==> src/logic/idt_pkg.sv <==
// shared constants and types of the interval delay timer
// Overview of operation
// configuration 0 output low on count load
// configuration 0 counts to zero, output high
// configuration 0 low gate holds count
// configuration 1 gate rise starts cycle, output low
// configuration 1 retriggers from loaded count
// configuration 1 output high at zero
// configuration 4 output high, one-clock low strobe
// configuration 5 gate-started one-clock low strobe
// configuration 5 gate rise restarts cycle
// counter 2 runs from 1 MHz tick
// counter 2 gate-high width measurement
// host gates known interval, monitors gate
// counter 2 square wave clocks other counters
// armed counter 2 output raises interrupt
// pair mode loads and reads low then high
// latch command freezes count for reading
// decrement by one per clock tick
// load completes after final byte written
package idt_pkg;
   // clock rates
   localparam int unsigned IDT_CLK_HZ    = 100_000_000;
   localparam int unsigned IDT_TICK_HZ   = 1_000_000;
   localparam int unsigned IDT_TICK_DIV  = IDT_CLK_HZ / IDT_TICK_HZ;
   localparam int          IDT_NCNT      = 3;
   localparam int          IDT_NIRQ      = 4;
   // register byte addresses
   localparam logic [7:0]  IDT_ADR_CNT0  = 8'h00;
   localparam logic [7:0]  IDT_ADR_CNT1  = 8'h04;
   localparam logic [7:0]  IDT_ADR_CNT2  = 8'h08;
   localparam logic [7:0]  IDT_ADR_CTRL  = 8'h0C;
   localparam logic [7:0]  IDT_ADR_BRD   = 8'h10;
   localparam logic [7:0]  IDT_ADR_ISTAT = 8'h14;
   localparam logic [7:0]  IDT_ADR_IMASK = 8'h18;
   localparam logic [7:0]  IDT_ADR_STAT  = 8'h1C;
   // control byte fields
   localparam int          IDT_CW_SC     = 6;
   localparam int          IDT_CW_RL     = 4;
   localparam int          IDT_CW_M      = 1;
   localparam logic [1:0]  IDT_SC_RDBK   = 2'b11;
   localparam logic [1:0]  IDT_RL_LATCH  = 2'b00;
   localparam logic [1:0]  IDT_RL_LO     = 2'b01;
   localparam logic [1:0]  IDT_RL_HI     = 2'b10;
   localparam logic [1:0]  IDT_RL_PAIR   = 2'b11;
   // board control, interrupt and status fields
   localparam int          IDT_BRD_ARM   = 0;
   localparam int          IDT_BRD_CASC  = 1;
   localparam int          IDT_IRQ_TMR   = 0;
   localparam int          IDT_IRQ_OUT   = 1;
   localparam int          IDT_STAT_OUT  = 0;
   localparam int          IDT_STAT_GATE = 4;
   // count values
   localparam logic [15:0] IDT_ONE       = 16'h0001;
   localparam logic [15:0] IDT_ZERO      = 16'h0000;
   localparam logic [7:0]  IDT_BYTE0     = 8'h00;

   typedef enum logic [2:0] {
      IDT_M_TCOUNT   = 3'b000,
      IDT_M_ONESHOT  = 3'b001,
      IDT_M_RATE     = 3'b010,
      IDT_M_SQUARE   = 3'b011,
      IDT_M_SWSTROBE = 3'b100,
      IDT_M_HWSTROBE = 3'b101
   } idt_mode_t;

   typedef struct packed {
      idt_mode_t   mode;
      logic [1:0]  rl;
      logic [15:0] count;
      logic [15:0] reload;
      logic [15:0] hold;
      logic        held;
      logic        wr_hi;
      logic        rd_hi;
      logic [7:0]  lo_tmp;
      logic        outv;
      logic        ldd;
      logic        pend;
      logic        trig;
      logic        run;
   } idt_cnt_t;
endpackage

==> src/logic/idt_tick_gen.sv <==
// divider making the one-cycle count tick for the internal counter
`timescale 1ns/10ps
`default_nettype none
module idt_tick_gen
   import idt_pkg::*;
#(
   parameter int unsigned DIV = IDT_TICK_DIV
) (
   // clock and reset
   input  wire logic clk_i,
   input  wire logic rst_i,
   // tick
   output logic      tick_o
);
   localparam int W = (DIV > 1) ? $clog2(DIV) : 1;
   localparam logic [W-1:0] LAST = W'(DIV - 1);

   logic [W-1:0] div_reg;
   logic [W-1:0] div_next;
   logic         tick_reg;
   logic         tick_next;

   always_comb begin
      tick_next = (div_reg == LAST);
      div_next  = tick_next ? '0 : div_reg + W'(1);
   end

   always_ff @(posedge clk_i) begin
      if (rst_i) begin
         div_reg  <= '0;
         tick_reg <= 1'b0;
      end else begin
         div_reg  <= div_next;
         tick_reg <= tick_next;
      end
   end

   assign tick_o = tick_reg;
endmodule
`default_nettype wire

==> src/logic/idt_rise_det.sv <==
// rising edge detectors for clock, gate and cascade levels
`timescale 1ns/10ps
`default_nettype none
module idt_rise_det #(
   parameter int W = 6
) (
   // clock and reset
   input  wire logic         clk_i,
   input  wire logic         rst_i,
   // levels and their rises
   input  wire logic [W-1:0] sig_i,
   output logic      [W-1:0] rise_o
);
   logic [W-1:0] prev_reg;

   always_ff @(posedge clk_i) begin
      if (rst_i) begin
         prev_reg <= '0;
      end else begin
         prev_reg <= sig_i;
      end
   end

   assign rise_o = sig_i & ~prev_reg;
endmodule
`default_nettype wire

==> src/logic/idt_timer.sv <==
// three-counter down-counting interval timer with wishbone registers
//
// Local design decisions: the Wishbone register port and the register offsets.
`timescale 1ns/10ps
`default_nettype none
module idt_timer
   import idt_pkg::*;
#(
   parameter int unsigned TICK_DIV = IDT_TICK_DIV
) (
   // clock and reset
   input  wire logic        clk_i,
   input  wire logic        rst_i,
   // wishbone slave
   input  wire logic        wb_cyc_i,
   input  wire logic        wb_stb_i,
   input  wire logic        wb_we_i,
   input  wire logic [7:0]  wb_adr_i,
   input  wire logic [3:0]  wb_sel_i,
   input  wire logic [31:0] wb_dat_i,
   output logic      [31:0] wb_dat_o,
   output logic             wb_ack_o,
   // counter pins
   input  wire logic [1:0]  cnt_clk_i,
   input  wire logic [2:0]  gate_i,
   output logic      [2:0]  cnt_out_o,
   // interrupt
   output logic             irq_o
);
   typedef struct packed {
      idt_cnt_t [IDT_NCNT-1:0] cnt;
      logic                    ack;
      logic [31:0]             dat;
      logic                    arm;
      logic [1:0]              casc;
      logic [IDT_NIRQ-1:0]     istat;
      logic [IDT_NIRQ-1:0]     imask;
      logic                    irq;
   } idt_state_t;

   idt_state_t s_reg;
   idt_state_t s_next;

   logic       us_tick;
   logic [5:0] rise;
   logic [2:0] tick;

   // positions in the rise vector, and the no-counter code of cnt_sel
   localparam int         RISE_GATE = 2;
   localparam int         RISE_CASC = 5;
   localparam logic [1:0] NO_CNT    = 2'h3;

   idt_tick_gen #(
      .DIV    (TICK_DIV)
   ) u_tick (
      .clk_i  (clk_i),
      .rst_i  (rst_i),
      .tick_o (us_tick)
   );

   // counter 2 output goes through the detector so cascading counts its rises only
   idt_rise_det #(
      .W      (6)
   ) u_rise (
      .clk_i  (clk_i),
      .rst_i  (rst_i),
      .sig_i  ({s_reg.cnt[2].outv, gate_i, cnt_clk_i}),
      .rise_o (rise)
   );

   // counter 2 always runs from the 1 us tick; 0 and 1 may take its output instead
   always_comb begin
      tick[0] = s_reg.casc[0] ? rise[RISE_CASC] : rise[0];
      tick[1] = s_reg.casc[1] ? rise[RISE_CASC] : rise[1];
      tick[2] = us_tick;
   end

   // codes 110 and 111 are aliases of the rate and square configurations
   function automatic idt_mode_t mode_dec(input logic [2:0] m);
      idt_mode_t r;
      case (m)
         3'b000:  r = IDT_M_TCOUNT;
         3'b001:  r = IDT_M_ONESHOT;
         3'b100:  r = IDT_M_SWSTROBE;
         3'b101:  r = IDT_M_HWSTROBE;
         3'b011,
         3'b111:  r = IDT_M_SQUARE;
         default: r = IDT_M_RATE;
      endcase
      return r;
   endfunction

   // one count tick of a counter, gate rise remembered until the next tick
   function automatic idt_cnt_t step(input idt_cnt_t c, input logic tk,
                                     input logic gt, input logic gr);
      idt_cnt_t    r;
      logic [15:0] dec;
      r   = c;
      dec = c.count - IDT_ONE;
      if (tk) begin
         case (c.mode)
            IDT_M_TCOUNT,
            IDT_M_SWSTROBE: begin
               r.trig = 1'b0;
               if (c.mode == IDT_M_SWSTROBE && !c.outv) begin
                  r.outv = 1'b1;
               end
               if (c.pend) begin
                  r.count = c.reload;
                  r.pend  = 1'b0;
                  r.run   = 1'b1;
               end else if (gt) begin
                  r.count = dec;
                  if (c.run && dec == IDT_ZERO) begin
                     r.run  = 1'b0;
                     r.outv = (c.mode == IDT_M_TCOUNT);
                  end
               end
            end
            IDT_M_ONESHOT,
            IDT_M_HWSTROBE: begin
               if (c.mode == IDT_M_HWSTROBE && !c.outv) begin
                  r.outv = 1'b1;
               end
               if (c.trig && c.ldd) begin
                  r.count = c.reload;
                  r.trig  = 1'b0;
                  r.run   = 1'b1;
                  if (c.mode == IDT_M_ONESHOT) begin
                     r.outv = 1'b0;
                  end
               end else begin
                  r.trig = 1'b0;
                  if (c.run) begin // gate level ignored here
                     r.count = dec;
                     if (dec == IDT_ZERO) begin
                        r.run  = 1'b0;
                        r.outv = (c.mode == IDT_M_ONESHOT);
                     end
                  end
               end
            end
            default: begin
               if ((c.pend || c.trig) && c.ldd) begin
                  r.count = c.reload;
                  r.pend  = 1'b0;
                  r.trig  = 1'b0;
                  r.outv  = 1'b1;
               end else if (gt && c.ldd) begin
                  if (c.count <= IDT_ONE) begin
                     r.count = c.reload;
                     r.outv  = 1'b1;
                  end else begin
                     r.count = dec;
                     // odd divisors leave the high half one tick longer
                     r.outv  = (c.mode == IDT_M_SQUARE) ? (dec > (c.reload >> 1))
                                                        : (dec != IDT_ONE);
                  end
               end
            end
         endcase
      end
      // a gate rise lands after the tick so it is never lost
      if (gr) begin
         r.trig = 1'b1;
      end
      return r;
   endfunction

   // byte a read returns, from the latch while one is held
   function automatic logic [7:0] rd_byte(input idt_cnt_t c);
      logic [15:0] v;
      v = c.held ? c.hold : c.count;
      case (c.rl)
         IDT_RL_HI: rd_byte = v[15:8];
         IDT_RL_PAIR: rd_byte = c.rd_hi ? v[15:8] : v[7:0];
         default: rd_byte = v[7:0];
      endcase
   endfunction

   // counter index addressed by a data access, 3 when none
   function automatic logic [1:0] cnt_sel(input logic [7:0] a);
      case (a)
         IDT_ADR_CNT0: cnt_sel = 2'd0;
         IDT_ADR_CNT1: cnt_sel = 2'd1;
         IDT_ADR_CNT2: cnt_sel = 2'd2;
         default: cnt_sel = NO_CNT;
      endcase
   endfunction

   always_comb begin
      logic                req;
      logic                wr;
      logic                rd;
      logic [1:0]          ci;
      logic [1:0]          sc;
      logic [1:0]          rl;
      logic [7:0]          d;
      logic                done;
      logic [IDT_NIRQ-1:0] ev;
      // ack masks req so a strobe held into the ack cycle is not taken twice
      req  = wb_cyc_i & wb_stb_i & ~s_reg.ack;
      wr   = req & wb_we_i & wb_sel_i[0];
      rd   = req & ~wb_we_i;
      ci   = cnt_sel(wb_adr_i);
      d    = wb_dat_i[7:0];
      sc   = d[IDT_CW_SC +: 2];
      rl   = d[IDT_CW_RL +: 2];
      done = 1'b0;
      ev   = '0;
      s_next     = s_reg;
      s_next.ack = req;
      s_next.dat = '0;

      for (int i = 0; i < IDT_NCNT; i++) begin
         s_next.cnt[i] = step(s_reg.cnt[i], tick[i], gate_i[i], rise[RISE_GATE + i]);
      end

      // control byte: latch command or new configuration
      if (wr && wb_adr_i == IDT_ADR_CTRL && sc != IDT_SC_RDBK) begin
         if (rl == IDT_RL_LATCH) begin
            if (!s_reg.cnt[sc].held) begin
               s_next.cnt[sc].hold = s_reg.cnt[sc].count;
               s_next.cnt[sc].held = 1'b1;
            end
         end else begin
            s_next.cnt[sc].mode  = mode_dec(d[IDT_CW_M +: 3]);
            s_next.cnt[sc].rl    = rl;
            s_next.cnt[sc].wr_hi = 1'b0;
            s_next.cnt[sc].rd_hi = 1'b0;
            s_next.cnt[sc].held  = 1'b0;
            s_next.cnt[sc].ldd   = 1'b0;
            s_next.cnt[sc].pend  = 1'b0;
            s_next.cnt[sc].trig  = 1'b0;
            s_next.cnt[sc].run   = 1'b0;
            s_next.cnt[sc].outv  = (mode_dec(d[IDT_CW_M +: 3]) != IDT_M_TCOUNT);
         end
      end

      // count byte writes; a half-written pair leaves the running count alone
      if (wr && ci != NO_CNT) begin
         case (s_reg.cnt[ci].rl)
            IDT_RL_LO: begin
               s_next.cnt[ci].reload = {IDT_BYTE0, d};
               done = 1'b1;
            end
            IDT_RL_HI: begin
               s_next.cnt[ci].reload = {d, IDT_BYTE0};
               done = 1'b1;
            end
            default: begin
               if (!s_reg.cnt[ci].wr_hi) begin
                  s_next.cnt[ci].lo_tmp = d;
                  s_next.cnt[ci].wr_hi  = 1'b1;
               end else begin
                  s_next.cnt[ci].reload = {d, s_reg.cnt[ci].lo_tmp};
                  s_next.cnt[ci].wr_hi  = 1'b0;
                  done = 1'b1;
               end
            end
         endcase
         if (done) begin
            s_next.cnt[ci].ldd  = 1'b1;
            s_next.cnt[ci].pend = 1'b1;
            if (s_reg.cnt[ci].mode == IDT_M_TCOUNT) begin
               s_next.cnt[ci].outv = 1'b0;
               s_next.cnt[ci].run  = 1'b0;
            end
            if (s_reg.cnt[ci].mode == IDT_M_SWSTROBE) begin
               s_next.cnt[ci].outv = 1'b1;
               s_next.cnt[ci].run  = 1'b0;
            end
         end
      end

      // reads and their sequencing side effects
      if (rd) begin
         case (wb_adr_i)
            IDT_ADR_BRD: begin
               s_next.dat[IDT_BRD_ARM]       = s_reg.arm;
               s_next.dat[IDT_BRD_CASC +: 2] = s_reg.casc;
            end
            IDT_ADR_ISTAT: s_next.dat[IDT_NIRQ-1:0] = s_reg.istat;
            IDT_ADR_IMASK: s_next.dat[IDT_NIRQ-1:0] = s_reg.imask;
            IDT_ADR_STAT: begin
               for (int i = 0; i < IDT_NCNT; i++) begin
                  s_next.dat[IDT_STAT_OUT + i]  = s_reg.cnt[i].outv;
                  s_next.dat[IDT_STAT_GATE + i] = gate_i[i];
               end
            end
            default: begin
               if (ci != NO_CNT) begin
                  s_next.dat[7:0] = rd_byte(s_reg.cnt[ci]);
                  // the latch is freed only when its last byte is read
                  if (s_reg.cnt[ci].rl == IDT_RL_PAIR && !s_reg.cnt[ci].rd_hi) begin
                     s_next.cnt[ci].rd_hi = 1'b1;
                  end else begin
                     s_next.cnt[ci].rd_hi = 1'b0;
                     s_next.cnt[ci].held  = 1'b0;
                  end
               end
            end
         endcase
      end

      // board control and interrupt registers
      if (wr && wb_adr_i == IDT_ADR_BRD) begin
         s_next.arm   = d[IDT_BRD_ARM];
         s_next.casc  = d[IDT_BRD_CASC +: 2];
         s_next.istat[IDT_IRQ_TMR] = 1'b0;
      end
      if (wr && wb_adr_i == IDT_ADR_ISTAT) begin
         s_next.istat = s_reg.istat & ~d[IDT_NIRQ-1:0];
      end
      if (wr && wb_adr_i == IDT_ADR_IMASK) begin
         s_next.imask = d[IDT_NIRQ-1:0];
      end

      // events set after clears so a simultaneous event is kept
      for (int i = 0; i < IDT_NCNT; i++) begin
         ev[IDT_IRQ_OUT + i] = ~s_reg.cnt[i].outv & s_next.cnt[i].outv;
      end
      ev[IDT_IRQ_TMR] = s_reg.arm & ev[IDT_IRQ_OUT + 2];
      s_next.istat = s_next.istat | ev;
      s_next.irq   = |(s_next.istat & s_next.imask);
   end

   // reset leaves every counter in configuration 0 with no count loaded
   always_ff @(posedge clk_i) begin
      if (rst_i) begin
         s_reg <= '0;
      end else begin
         s_reg <= s_next;
      end
   end

   assign wb_ack_o = s_reg.ack;
   assign wb_dat_o = s_reg.dat;
   assign irq_o    = s_reg.irq;
   always_comb begin
      for (int i = 0; i < IDT_NCNT; i++) begin
         cnt_out_o[i] = s_reg.cnt[i].outv;
      end
   end
endmodule
`default_nettype wire

==> config.mk <==
export PLATFORM = sky130hd
export DESIGN_NAME = idt_timer
export DESIGN_NICKNAME = d
export VERILOG_FILES = /design/src/logic/idt_pkg.sv /design/src/logic/idt_tick_gen.sv /design/src/logic/idt_rise_det.sv /design/src/logic/idt_timer.sv
export SDC_FILE = /design/constraint.sdc
export NUM_CORES = 1
export LEC_CHECK = 0
export BUFFER_PORTS_ARGS = -buffer_cell sky130_fd_sc_hd__buf_2
export CAP_MARGIN = 20
export CORE_MARGIN = 5
export CORE_UTILIZATION = 57
export DETAILED_ROUTE_END_ITERATION = 10
export GPL_ROUTABILITY_DRIVEN = 0
export PLACE_DENSITY = 0.78
export SLEW_MARGIN = 20
export SYNTH_ARGS = -nofsm -noshare
export SYNTH_HDL_FRONTEND = slang
export SYNTH_SLANG_ARGS = --single-unit
==> constraint.sdc <==
create_clock -name clk_i -period 4.2 [get_ports clk_i]
set_input_delay 0.21 -clock clk_i [delete_from_list [all_inputs] [get_ports clk_i]]
set_output_delay 0.21 -clock clk_i [all_outputs]
set_load 0.05 [all_outputs]
==> results of run 1 <==
-- layout make-up --
type / count / area, um2 / area share, %
clock buffers: 36 / 781 / 4.21
multi-input cells: 1750 / 10900 / 58.7
repair buffers: 146 / 1060 / 5.71
flip-flops and latches: 242 / 4840 / 26.1
well taps: 384 / 480 / 2.59
inverters: 81 / 304 / 1.64
clock inverters: 13 / 186 / 1.01
-- layer usage --
| layer | routed length (um) | vias up | track usage [%] |
|---|---|---|---|
| met4 | 4420 | 0 | 18.9 |
| met1 | 22200 | 8441 | 45.0 |
| met5 | 0 | - | 0 |
| met2 | 24700 | 1439 | 50.9 |
| li1 | - | 8088 | - |
| met3 | 8220 | 343 | 8.22 |
-- cell usage after synthesis, types with 9 or more instances --
cell type / count / share of area [%]
a211oi_1: 14 / 0.63
a21o_1: 13 / 0.58
a21oi_1: 229 / 6.8
a221oi_1: 11 / 0.57
a22oi_1: 77 / 3.4
a31oi_1: 20 / 0.74
and2_1: 11 / 0.41
buf_1: 13 / 0.29
buf_2: 19 / 0.57
buf_4: 37 / 1.7
clkbuf_1: 137 / 3.1
dfxtp_1: 242 / 29
ha_1: 59 / 4.4
inv_1: 81 / 1.8
mux2i_1: 54 / 3.2
mux4_2: 16 / 2.1
nand2_1: 297 / 6.6
nand2b_1: 19 / 0.71
nand3_1: 37 / 1.1
nand4_1: 24 / 0.89
nor2_1: 276 / 6.2
nor2b_1: 18 / 0.67
nor3_1: 44 / 1.3
nor4_1: 23 / 0.86
o211ai_1: 23 / 1.0
o21a_1: 11 / 0.49
o21ai_0: 97 / 2.9
o221ai_1: 44 / 2.3
o22ai_1: 47 / 1.7
or2_2: 9 / 0.34
or3_1: 17 / 0.63
or4_1: 11 / 0.49
xnor2_1: 36 / 1.9
xor2_1: 30 / 1.6
-- layout by cell type (no fill, tap or decap), types with 18 or more instances in the layout --
master	count
nand2_1	297
nor2_1	276
dfxtp_1	242
a21oi_1	229
buf_4	101
o21ai_0	97
inv_1	81
a22oi_1	77
ha_1	59
mux2i_1	54
o22ai_1	47
o221ai_1	44
nor3_1	41
buf_2	38
nand3_1	37
xnor2_1	36
xor2_1	30
clkbuf_16	28
nand4_1	24
conb_1	24
o211ai_1	23
nor4_1	21
a31oi_1	19
nand2b_1	19
nor2b_1	18
-- per-stage QoR --
step	setup WS [ns]	utilization (%)	instance area, um2	power, mW
CTS	0.0534	63.8	18500	5.97
finish	0.203	64.1	18500	5.99
detailed placement	0.0905	60.4	17500	3.42
global route	0.0251	64.1	18500	6.21
global placement	0.117	60.3	17500	3.39
floorplan	0.0587	-	16900	3.15
-- worst min-delay path by stage --
stage | from | end | slack [ns] | depth (start not counted)
2_1_floorplan | cnt_clk_i[0] | u_rise.prev_reg[0] | 0.34 | 1
4_1_cts | wb_cyc_i | wb_ack_o | 0.001 | 3
3_3_place_gp | u_tick.div_reg[0] | u_tick.div_reg[0] | 0.43 | 1
3_5_place_dp | s_reg[72] | s_reg[72] | 0.44 | 2
5_1_grt | wb_cyc_i | wb_ack_o | 0.01 | 3
6_report | wb_cyc_i | wb_ack_o | 0.03 | 3
-- cell families after synthesis --
| logic type | count (synthesis) | share of synthesized area, % |
|---|---|---|
| other | 1 | 0.0223 |
| xor gates and xnor gates | 66 | 3.44 |
| and+or+nand+nor | 854 | 24.0 |
| muxes | 77 | 5.83 |
| buffers and inverters | 290 | 7.58 |
| DFF | 242 | 28.8 |
| adders and majority gates | 59 | 4.39 |
| AOI/OAI and AO/OA | 670 | 25.9 |
-- worst register-to-register path, cell delays in order (launching register included) --
cell       delay (ns)
dfxtp_1          0.31
inv_1            0.10
ha_1             0.19
or3b_4           0.47
nor2_1           0.17
nand2_1          0.09
xnor2_1          0.15
ha_1             0.32
nand2_1          0.06
or4_1            0.58
o32a_1           0.38
a2111oi_2        0.36
and4b_1          0.27
and3_4           0.20
o21ai_2          0.12
nand4_1          0.09
-- where the power goes --
group / switching [mW] / leakage (nW) / internal [mW] / total (mW)
Clock: 1.02 / 0.476 / 1.55 / 2.57
Combinational: 0.663 / 4.30 / 0.379 / 1.04
Sequential: 0.0525 / 1.96 / 2.33 / 2.38
Total: 1.74 / 6.73 / 4.26 / 5.99
-- timing repair --
action | in CTS | in global routing
hold endpoints to repair | 3 | 0
buffers inserted | 0 | 1
gates resized for setup | 0 | 12
endpoints found under the setup margin | 0 | 6
hold buffers | 3 | 0
==> results.md, run 1 <==
* Fmax at approximately 250 MHz
* DRT Pass-1 Iters at 7
* Die Ht at 182 um
* Proportion of layout cells with a drive suffix above 1 at 11.9%
* Worst setup EP type: flop
* Post-synthesis cell area at around 17,000 um2
* Ys flop type: dfxtp_1
* PD cells at between 300 and 400 nW/um2
* Actual slew at the worst max-slew pin at ~1.1 ns
* Post-Layout Cell Count at ~2,700
* CP Depth at 15
* Worst setup endpoint: irq_o
* CP bufs+invs at 1
* Die width at roughly 180 um
* Routed len/inst at 22.5 um
* Startpoint Class: flop
* Initial antenna violation count at 0
* Asr flop ratio synth at 0%
* Synth cell types at 89
* Largest net degree at the start of global routing at 58
* Clock latency on the worst-skew pair at 0.57 ns
* Ys Warns at 0
* Syn Area/Cell at around 7.4 um2
* CTS max path bufs at 3
* Number of synthesized flops with an enable pin at 0
* Crit-path max FO at 6
* Endpoints failing hold at 0
* Initial Util at between 50% and 60%
* Worst path top cell family by delay: simple AND/OR/NAND/NOR gates
* Leakage at around 6.7 nW
* Clock Tree Root: clkbuf_16
* Slowest cell on the critical path: or4_1
* Max VDD drop at 0.320 mV
* Crit Path Category: flop to flop
* Gate Count Post-Synth at between 2,000 and 2,500
* Run status: finished, final reports clean
* IO Port Bufs at 39
* Data arrival, critical path at between 4 and 5 ns
* Std-Cell Rows at 62
* RSZ-0062 raised after global routing: no
* Number of global-route vias before repair at ~17,000
* Area delta synth->final at 10.3%
* Global-route wire length before repair at roughly 92,000 um
* Worst path required time at approximately 4.6 ns
* R2R cell count at 15
* Cts bufs inserted at 28
* Max incr delay on CP at 0.58 ns
* Max Cap Viol at 0
* R2r setup slk at between 0.2 and 0.25 ns
* H-tree depth at 1
* Vias per inst at a little under 7
* Clock slew at reported path FFs at ~0.070 ns
* Total die area at 33,000 um2
* Clock sink total at 242
* Setup TNS at 0 ns
* CTS tree: done
* DRT antenna net count at 0
* Gr ovfl total at 0
* Slew HR at about a quarter
* Reg-to-Reg End: irq_o
* Initial DRC count at slightly below 3,000
* Final setup fails at 0
* Final hold slack at about 0.028 ns
* Crit path cell chain: inv_1 > ha_1 > or3b_4 > nor2_1 > nand2_1 > xnor2_1 > ha_1 > nand2_1 > or4_1 > o32a_1 > a2111oi_2 > and4b_1 > and3_4 > o21ai_2 > nand4_1
* Detailed placer's ending HPWL at about 42,000 um
* # diodes at 0
* Reg-to-reg startpoint: s_reg[163]
* Register area share after synthesis at 28.8%
* # nets final at 2,362
* Critical path origin: s_reg[163]
* Max Slew Vio Count at 0
* Hold/Removal Path Class: input port to flop
* Routed Wire Length at roughly 60,000 um
* CORE AREA at between 20,000 and 30,000 um2
* Seq cells post-synth at ~240
* DRC at 0
* Via count at 18,300
* I/O pin count at 91
* Clk_skew at 0.0276 ns
* Placed cell count at between 2,000 and 3,000
* Tcrit/Tclk final at a little over nine tenths
* Crit path time final at roughly 4.0 ns
* Fill cells at approximately 2,500
* Overall Global Routing Usage at between 30% and 40%
No activity file was read; power rests on OpenSTA's default activity.
==> inputs of run 2 (changes only) <==
--- a/config.mk
+++ b/config.mk
@@ -7,6 +7,7 @@
 export LEC_CHECK = 0
 export BUFFER_PORTS_ARGS = -buffer_cell sky130_fd_sc_hd__buf_2
 export CAP_MARGIN = 20
+export CORE_ASPECT_RATIO = 1.5
 export CORE_MARGIN = 5
 export CORE_UTILIZATION = 57
 export DETAILED_ROUTE_END_ITERATION = 10
==> run 2 against run 1 <==
  * Non-clock buffer count grew 9
  * Setup slack worse by 0.12 ns
  * Via count rose by 0.42%
  * Maximum frequency is 2.9% lower
  * Cell count rose by 0.41%
  * Clock skew fell by 0.0058 ns
  * Clock power down 8.6%
  * Sequential cell count is the same
  * Combinational power hardly changed
  * Power fell by 3.7%
  * Routed wire length up 4.8%
  * First-iteration DRC count down 17%
==> results.md, run 2 (synthesis gave the netlist of run 1 again) <==
* Run status: finished, final reports clean
* Clock Tree Root: clkbuf_16
* Crit Path Category: flop to flop
* RSZ-0062 raised after global routing: no
* Global-route wire length before repair at ~95,000 um
* Vias per inst at just under 7
* Via count at around 18,000
* Initial antenna violation count at 0
* Data arrival, critical path at approximately 4.5 ns
* IO Port Bufs at 39
* Startpoint Class: flop
* Worst setup EP type: flop
* Routed len/inst at roughly 23 um
* Max VDD drop at 0.246 mV
* Endpoints failing hold at 0
* Placed instance area at ~18,000 um2
* PD cells at about 310 nW/um2
* Tcrit/Tclk final at a little over nine tenths
* Total die area at 33,100 um2
* Most common cell after layout, fill and taps aside: nand2_1
* Leakage at 6.68 nW
* # nets final at between 2,000 and 2,500
* Slew HR at between 20% and 30%
* Cts bufs inserted at 25
* I/O pin count at 91
* Initial Util at 57.4%
* Die Ht at between 200 and 250 um
* DRT Pass-1 Iters at 9
* Clk_skew at ~0.022 ns
* Worst path required time at 4.62 ns
* Area delta synth->final at 9.60%
* Fin util at 62.9%
* Number of global-route vias before repair at between 15,000 and 20,000
* Post-route cell area at 18,400 um2
* Std-Cell Rows at 77
* Max Cap Viol at 0
* Final hold slack at around 0.062 ns
* Fmax at about 240 MHz
* Largest net degree at the start of global routing at around 70
* Initial DRC count at roughly 2,500
* Final setup fails at 0
* Crit path time final at between 4 and 5 ns
* DRC at 0
* H-tree depth at 1
* Post-CTS setup buffers at 0
* Clock latency on the worst-skew pair at 0.56 ns
* Routed Wire Length at between 60,000 and 70,000 um
* Setup TNS at 0 ns
* Clock slew at reported path FFs at around 0.07 ns
* Crit-path max FO at 6
* # diodes at 0
* Overall Global Routing Usage at 36.4%
* Gr ovfl total at 0
* CORE AREA at 29,300 um2
* R2r setup slk at 0.08 ns
* Hold/Removal Path Class: input port to flop
* Actual slew at the worst max-slew pin at ~1.1 ns
* Clock sink total at roughly 240
* Die width at 150 um
* Most frequent cells in the layout: 297 x nand2_1, 276 x nor2_1, 242 x dfxtp_1, 229 x a21oi_1, 112 x buf_4
* Detailed placer's ending HPWL at between 40,000 and 50,000 um
* Power, Total at approximately 5.8 mW
* DRT antenna net count at 0
* Proportion of layout cells with a drive suffix above 1 at between 10% and 20%
* CTS tree: done
* Max Slew Vio Count at 0
* CTS max path bufs at 3
## run 2: cell types whose count changed in the layout (fill, tap and decap cells not counted), sizes merged
| cell | change |
|---|---|
| clkinv | -2 |
| clkbuf | -9 |
| buf | +8 |
| inv | +2 |
| dlygate4sd3 | +1 |
## run 2: final timing paths
kind                              to  depth (start not counted)              start
hold reg to reg    u_tick.div_reg[0]                          1  u_tick.div_reg[0]
setup reg to reg               irq_o                         13         s_reg[164]
hold / removal    u_rise.prev_reg[3]                          2          gate_i[1]
setup / recovery               irq_o                         13         s_reg[164]
## run 2: layout make-up
class | instances | area (um2)
repair buffers | 155 | 1090
clock buffers | 27 | 643
multi-input cells | 1750 | 10900
well taps | 395 | 494
clock inverters | 13 | 186
flip-flops and latches | 242 | 4840
fillers | 2617 | 10900
inverters | 81 | 304
## run 2: worst max-delay path, stage by stage, from the launching register on
cell	delay, ns
dfxtp_1	0.39
buf_4	0.18
or4_1	0.60
nor2_1	0.23
xor2_1	0.28
ha_1	0.20
nand4_1	0.08
or4_1	0.46
o32a_1	0.38
a2111oi_1	0.40
and4b_1	0.29
and3_4	0.22
o21ai_2	0.15
nand4_1	0.11
## run 2: per-layer routing
metal / routed length (um) / vias up / track usage (%)
li1: - / 8074 / -
met1: 21000 / 8435 / 41.1
met2: 27400 / 1420 / 58.1
met3: 7090 / 459 / 7.07
met4: 6840 / 0 / 32.5
met5: 0 / - / 0
## run 2: power breakdown
| group | switching (mW) | leakage [nW] | internal (mW) | total, mW |
|---|---|---|---|---|
| Clock | 0.995 | 0.406 | 1.35 | 2.35 |
| Combinational | 0.658 | 4.31 | 0.380 | 1.04 |
| Sequential | 0.0608 | 1.96 | 2.33 | 2.39 |
## run 2: what timing repair did
action | 4_1_cts | 5_1_grt
hold endpoints to repair | 3 | 0
setup endpoints to repair | 0 | 4
hold buffers | 4 | 0
resized for setup | 0 | 9
## run 2: per-stage QoR
step / instances / setup WS (ns)
final: 2663 / 0.0822
after global routing: 2663 / 0.00266
after CTS: 2663 / 0.0168
after detailed placement: 2619 / 0.0444
after global placement: 2618 / 0.157
after floorplan: 2282 / 0.0587
